<file path="src/spdo_consts.vh">
// register offsets, reset values and scaling constants of the source object bank
`ifndef SPDO_CONSTS_VH
`define SPDO_CONSTS_VH
`define SPDO_ADDR_W        8
`define SPDO_DATA_W        8
`define SPDO_OFS_O4_VL     8'h0A
`define SPDO_OFS_O4_VH     8'h0B
`define SPDO_OFS_O4_I      8'h0C
`define SPDO_OFS_O5_VL     8'h0D
`define SPDO_OFS_O5_VH     8'h0E
`define SPDO_OFS_O5_I      8'h0F
`define SPDO_OFS_O6_VL     8'h10
`define SPDO_OFS_O6_VH     8'h11
`define SPDO_OFS_O6_I      8'h12
`define SPDO_OFS_O7_VL     8'h13
`define SPDO_OFS_O7_VH     8'h14
`define SPDO_OFS_O7_I      8'h15
`define SPDO_RST_O4_VL     8'hC8
`define SPDO_RST_O4_VH     8'h00
`define SPDO_RST_O4_I      8'h96
`define SPDO_RST_O5_VL     8'h21
`define SPDO_RST_O5_VH     8'h6E
`define SPDO_RST_O5_I      8'h3C
`define SPDO_RST_O6_VL     8'h21
`define SPDO_RST_O6_VH     8'hA0
`define SPDO_RST_O6_I      8'h3C
`define SPDO_RST_O7_VL     8'h21
`define SPDO_RST_O7_VH     8'hD2
`define SPDO_RST_O7_I      8'h3C
`define SPDO_RST_KIND      4'hE
`define SPDO_VSTEP_MV      16'h0064
`define SPDO_ISTEP_FIX_MA  16'h0014
`define SPDO_ISTEP_PPS_MA  16'h0032
`define SPDO_ICAP_MA       16'h0BB8
`define SPDO_VFIX_MAX_MV   16'h59BA
`define SPDO_READ_ERR      8'h00
`endif

</file>
<file path="src/spdo_obj_eval.v">
// forms one advertised object from its three registers, kind bit and cable rating
`include "spdo_consts.vh"
module spdo_obj_eval (
   input  wire        clk,
   input  wire        rst,
   input  wire        kind_pps,
   input  wire [7:0]  voltage_low,
   input  wire [7:0]  voltage_high,
   input  wire [7:0]  current_limit,
   input  wire        cable_5a,
   output reg  [15:0] adv_max_mv,
   output reg  [15:0] adv_min_mv,
   output reg  [15:0] adv_current_ma,
   output reg         adv_pps
);
   // ***************************************************
   // scaling helpers
   // ***************************************************
   function [15:0] scale;
      input [7:0]  code;
      input [15:0] step;
      reg   [23:0] prod;
      begin
         prod  = code * step;
         scale = prod[15:0];
      end
   endfunction

   reg [15:0] next_max;
   reg [15:0] next_min;
   reg [15:0] raw_ma;
   reg [15:0] next_ma;

   always @* begin
      if (kind_pps) begin
         next_max = scale(voltage_high, `SPDO_VSTEP_MV);
         next_min = scale(voltage_low, `SPDO_VSTEP_MV);
         raw_ma   = scale(current_limit, `SPDO_ISTEP_PPS_MA);
      end else begin
         // high byte is unused for a fixed object
         next_max = scale(voltage_low, `SPDO_VSTEP_MV);
         next_min = next_max;
         raw_ma   = scale(current_limit, `SPDO_ISTEP_FIX_MA);
      end
      // without a 5A cable anything above 3A is advertised as 3A
      if (raw_ma > `SPDO_ICAP_MA && !cable_5a) begin
         next_ma = `SPDO_ICAP_MA;
      end else begin
         next_ma = raw_ma;
      end
   end

   always @(posedge clk) begin
      if (rst) begin
         adv_max_mv     <= 16'h0000;
         adv_min_mv     <= 16'h0000;
         adv_current_ma <= 16'h0000;
         adv_pps        <= 1'b0;
      end else begin
         adv_max_mv     <= next_max;
         adv_min_mv     <= next_min;
         adv_current_ma <= next_ma;
         adv_pps        <= kind_pps;
      end
   end
endmodule

</file>
<file path="src/spdo_regs.v">
// source objects four to seven: register bank and advertised object values
//
// Behaviour
// - fixed: low register is voltage, 100mV
// - programmable: high register is upper bound
// - programmable: low register is lower bound
// - current step 20mA fixed, 50mA programmable
// - above 3A only with 5A cable
// - object four low voltage resets 0xC8
// - object four current resets 0x96
// - object five high voltage resets 0x6E
// - objects five-seven low voltage reset 0x21
// - object five current resets 0x3C
// - object six high voltage resets 0xA0
// - object seven high voltage resets 0xD2
// - objects six, seven current reset 3A programmable
// - kind bit: clear fixed, set programmable
`include "spdo_consts.vh"
module spdo_regs (
   input  wire        clk,
   input  wire        rst,
   input  wire        reg_wr,
   input  wire        reg_rd,
   input  wire [7:0]  reg_addr,
   input  wire [7:0]  reg_wdata,
   output reg  [7:0]  reg_rdata,
   output reg         reg_rvalid,
   input  wire        obj4_kind_select,
   input  wire        obj5_kind_select,
   input  wire        obj6_kind_select,
   input  wire        obj7_kind_select,
   input  wire        cable_5a,
   output wire [63:0] adv_max_mv,
   output wire [63:0] adv_min_mv,
   output wire [63:0] adv_current_ma,
   output wire [3:0]  adv_pps
);
   // ***************************************************
   // storage
   // ***************************************************
   reg [7:0] bank [0:11];
   reg [3:0] kind_sync1;
   reg [3:0] kind_sync2;
   reg       cable_sync1;
   reg       cable_sync2;
   integer   i;

   function [7:0] reset_of;
      input [3:0] idx;
      begin
         case (idx)
            4'h0: reset_of = `SPDO_RST_O4_VL;
            4'h1: reset_of = `SPDO_RST_O4_VH;
            4'h2: reset_of = `SPDO_RST_O4_I;
            4'h3: reset_of = `SPDO_RST_O5_VL;
            4'h4: reset_of = `SPDO_RST_O5_VH;
            4'h5: reset_of = `SPDO_RST_O5_I;
            4'h6: reset_of = `SPDO_RST_O6_VL;
            4'h7: reset_of = `SPDO_RST_O6_VH;
            4'h8: reset_of = `SPDO_RST_O6_I;
            4'h9: reset_of = `SPDO_RST_O7_VL;
            4'hA: reset_of = `SPDO_RST_O7_VH;
            4'hB: reset_of = `SPDO_RST_O7_I;
            default: reset_of = 8'h00;
         endcase
      end
   endfunction

   wire       in_range = (reg_addr >= `SPDO_OFS_O4_VL) && (reg_addr <= `SPDO_OFS_O7_I);
   wire [7:0] rel      = reg_addr - `SPDO_OFS_O4_VL;
   wire [3:0] idx      = rel[3:0];

   // ***************************************************
   // host port
   // ***************************************************
   // no check of the fixed 22.97V ceiling: software owns that limit
   always @(posedge clk) begin
      if (rst) begin
         for (i = 0; i < 12; i = i + 1) begin
            bank[i] <= reset_of(i[3:0]);
         end
         reg_rdata  <= 8'h00;
         reg_rvalid <= 1'b0;
      end else begin
         if (reg_wr && in_range) begin
            bank[idx] <= reg_wdata;
         end
         reg_rvalid <= reg_rd;
         if (reg_rd && in_range) begin
            reg_rdata <= bank[idx];
         end else if (reg_rd) begin
            reg_rdata <= `SPDO_READ_ERR;
         end
      end
   end

   // kind bits and cable rating come from other register groups and the cable probe
   always @(posedge clk) begin
      if (rst) begin
         kind_sync1  <= `SPDO_RST_KIND;
         kind_sync2  <= `SPDO_RST_KIND;
         cable_sync1 <= 1'b0;
         cable_sync2 <= 1'b0;
      end else begin
         kind_sync1  <= {obj7_kind_select, obj6_kind_select,
                         obj5_kind_select, obj4_kind_select};
         kind_sync2  <= kind_sync1;
         cable_sync1 <= cable_5a;
         cable_sync2 <= cable_sync1;
      end
   end

   // ***************************************************
   // advertised objects
   // ***************************************************
   genvar g;
   generate
      for (g = 0; g < 4; g = g + 1) begin : obj
         spdo_obj_eval u_eval (
            .clk            (clk),
            .rst            (rst),
            .kind_pps       (kind_sync2[g]),
            .voltage_low    (bank[3*g]),
            .voltage_high   (bank[3*g+1]),
            .current_limit  (bank[3*g+2]),
            .cable_5a       (cable_sync2),
            .adv_max_mv     (adv_max_mv[16*g+15:16*g]),
            .adv_min_mv     (adv_min_mv[16*g+15:16*g]),
            .adv_current_ma (adv_current_ma[16*g+15:16*g]),
            .adv_pps        (adv_pps[g])
         );
      end
   endgenerate
endmodule

</file>
<file path="config.mk">
export PLATFORM = sky130hd
export DESIGN_NAME = spdo_regs
export DESIGN_NICKNAME = d
export VERILOG_FILES = /design/src/spdo_obj_eval.v /design/src/spdo_regs.v
export VERILOG_INCLUDE_DIRS = /design/src
export SDC_FILE = /design/constraint.sdc
export NUM_CORES = 1
export LEC_CHECK = 0
export ABC_AREA = 1
export BUFFER_PORTS_ARGS = -buffer_cell sky130_fd_sc_hd__buf_2
export CORE_ASPECT_RATIO = 1.25
export CORE_UTILIZATION = 40
export CTS_CLUSTER_SIZE = 28
export DETAILED_ROUTE_END_ITERATION = 12
export GPL_ROUTABILITY_DRIVEN = 0
export SYNTH_ARGS = -nofsm -noshare
export SYNTH_HDL_FRONTEND = slang
export SYNTH_SLANG_ARGS = --single-unit
</file>
<file path="constraint.sdc">
create_clock -name clk -period 3.6 [get_ports clk]
set_input_delay 0.72 -clock clk [delete_from_list [all_inputs] [get_ports clk]]
set_output_delay 0.72 -clock clk [all_outputs]
set_load 0.005 [all_outputs]
</file>
==> metrics.yaml <==
timing:
  finalCritPeriodShare_pct: 92.49
  finalHoldViolations: 0
  fmax_mhz: 300.3
  slew_headroom_pct: 42.42
  drv_slew: 0
  tightestPinTransition_ns: 0.8626
  holdWs_ns: 0.3678
  setup_viol: 0
  finalWorstSetupSlack_ns: 0.2704
  fin_crit_ns: 3.330
  clock_skew_ns: 0.02061
  tns_ns: 0
  rsz0062_at_grt: "no"
synthesis:
  synthDistinctLibCells: 46
  syn_inst: 2479
  yosysTopAreaCell: "ha_1"
  synth_area_um2: 21280
  synth_top_cell_area_share_pct: 23.17
  synth-seq-cells: 307
  synthTopCellsByArea: "ha_1 23%, edfxtp_1 18%, dfxtp_1 17%"
  synth_area_per_cell_um2: 8.584
  synth_warnings: 0
  seq_area_frac_synth_pct: 34.90
cells_and_area:
  drive_gt1_share_pct: 12.02
  layout_common_cells: "437 x nand2_1, 394 x ha_1, 361 x inv_1"
  design_area_um2: 24090
  layout_commonest_cell: "nand2_1"
  area_growth_pct: 13.21
  fin_util_pct: 45.82
  fin_cells: 3386
  nets: 3146
global_routing:
  antenna_found_initial: 9
  overflow: 0
  met3_usage_pct: 3.744
  grt_usage_pct: 21.27
  use_met1_pct: 26.68
  grt_pass1_vias: 17170
  grt_pass1_wl_mm: 91.33
  grt_start_max_net_pins: 41
  busiest_layer: "met2"
  use_met2_pct: 35.63
critical_path:
  crit_top_cell: "nand2_1"
  worstPathCellList: "ha_1 -> ha_1 -> fa_1 -> ha_1 -> nand2_1 -> nand2_1 -> inv_1 -> nand2_1 -> nand2_1 -> nand3b_1 -> nand3_1 -> nand2_1 -> nor2_1 -> nand2_2 -> nand2_4 -> nand2_4 -> nor2_1"
  end_kind: "flop"
  arrival_ns: 3.81
  crit_buf_inv: 1
  path_class: "reg2reg"
  cp_max_fo: 8
  start_kind: "flop"
  critPathTopFamily: "adder cells"
  required_ns: 4.08
  cp_slowest_stage_delay_ns: 0.54
  cp_slowest_cell: "edfxtp_1"
floorplanning:
  dieArea_um2: 54130
  coreArea_um2: 52570
  die_w_um: 208.3
  num_rows: 94
  start_util_pct: 40.48
  ioPinCount: 230
  fp.dieH_um: 259.9
run:
  cap_violations: 0
routing:
  drtPass1Iterations: 6
  drt_wl_total_mm: 57.19
  via_per_inst: 5.100
  post_drt_wl_per_cell_um: 16.89
  drc: 0
  ant_nets: 0
  drt-initial-drc-count: 1095
  vias: 17270
clock_network:
  clkSlewWorstSetupHoldPaths_ns: 0.06
  cts_buffers: 34
  ctsLongestPathBuffers: 3
  htreeDepth: 2
  hold_buffers: 0
  cts_root_buf: "clkbuf_16"
  cts.sinks: 307
  clk_latency_ns: 0.57
  cts_tree: "yes"
power:
  p_total_mw: 11.42
  static-leakage-power_nw: 12.59
  power_density_nw_per_um2: 474.2
  ir_drop_v: 0.0003452
place:
  pre_cts_ws_ns: 0.2278
  dpl.hpwl_mm: 44.95
  place_area_um2: 22890
  dp.cells: 3315
  port_buffers: 193
run_status:
  status: "completed"
min_path:
  hold_class: "in2reg"
report_power, final:
| group | internal (mW) | leakage, nW | switching [mW] |
|---|---|---|---|
| Clock | 2.03 | 0.560 | 1.53 |
| Combinational | 1.44 | 9.32 | 2.19 |
| Sequential | 4.03 | 2.71 | 0.199 |
state kept, by name (all words and copies together), names as in the netlist:
name and count:
reg_rvalid 1, obj.u_eval.adv_current_ma 52, reg_rdata 8, cable_sync1 1, kind_sync1 4, bank 128
obj.u_eval.adv_max_mv 52, cable_sync2 1, obj.u_eval.adv_pps 4, obj.u_eval.adv_min_mv 52, kind_sync2 4
Yosys cell counts, drive strengths merged:
cell    number
a21o         6
a21oi      156
a22oi       14
a31oi        4
and2         1
buf         77
clkbuf      22
clkinv       1
conb         1
dfxtp      179
edfxtp     128
fa          40
ha         394
inv        369
nand2      449
nand3      123
nand3b       8
nand4       34
nor2       245
nor3        45
nor3b        8
nor4         4
o211a        1
o211ai       4
o21a         4
o21ai       30
o21bai       4
o221ai      15
o22a        18
o22ai       16
o311ai       3
o31a         5
o31ai       16
or2          7
xnor2       19
xor2        29
layer usage:
layer,wire length (um),vias to the layer above
met4,2342,12
met2,26540,499
met5,85,-
met3,3390,131
met1,24830,8000
li1,-,8626
path summary, 6_finish.rpt:
check	start	endpoint	slack (ns)	cells past startpoint
setup reg to reg	bank[2][2]	obj[0].u_eval.adv_current_ma[12]	0.27	17
hold reg to reg	cable_sync1	cable_sync2	0.40	2
setup / recovery	bank[2][2]	obj[0].u_eval.adv_current_ma[12]	0.27	17
hold / removal	obj5_kind_select	kind_sync1[1]	0.37	2
final cells by class:
type	count	area, um2
Inverter	370	1389
Antenna cell	2	5.005
Tap cell	672	840.8
Clock inverter	23	241.5
Clock buffer	38	888.4
Multi-Input combinational cell	1738	12010
Timing Repair Buffer	236	1291
Sequential cell	307	7427
Fill cell	5080	28480
repair_timing:
item                                    CTS  global route
endpoints found under the setup margin    0            13
buffers inserted                          0             8
resized for setup                         0             1
kinds of logic (layout without fill, tap and decap cells):
kind of cell | count (synthesis) | count (layout) | synth area share [%]
compound gates | 296 | 296 | 8.408
flops | 307 | 307 | 34.90
fa+ha+maj | 434 | 434 | 26.93
buf+inv | 469 | 667 | 9.314
other cells | 1 | 38 | 0.01762
simple gates | 924 | 924 | 18.45
xor+xnor | 48 | 48 | 1.976
(Power assumes the default switching activity.)
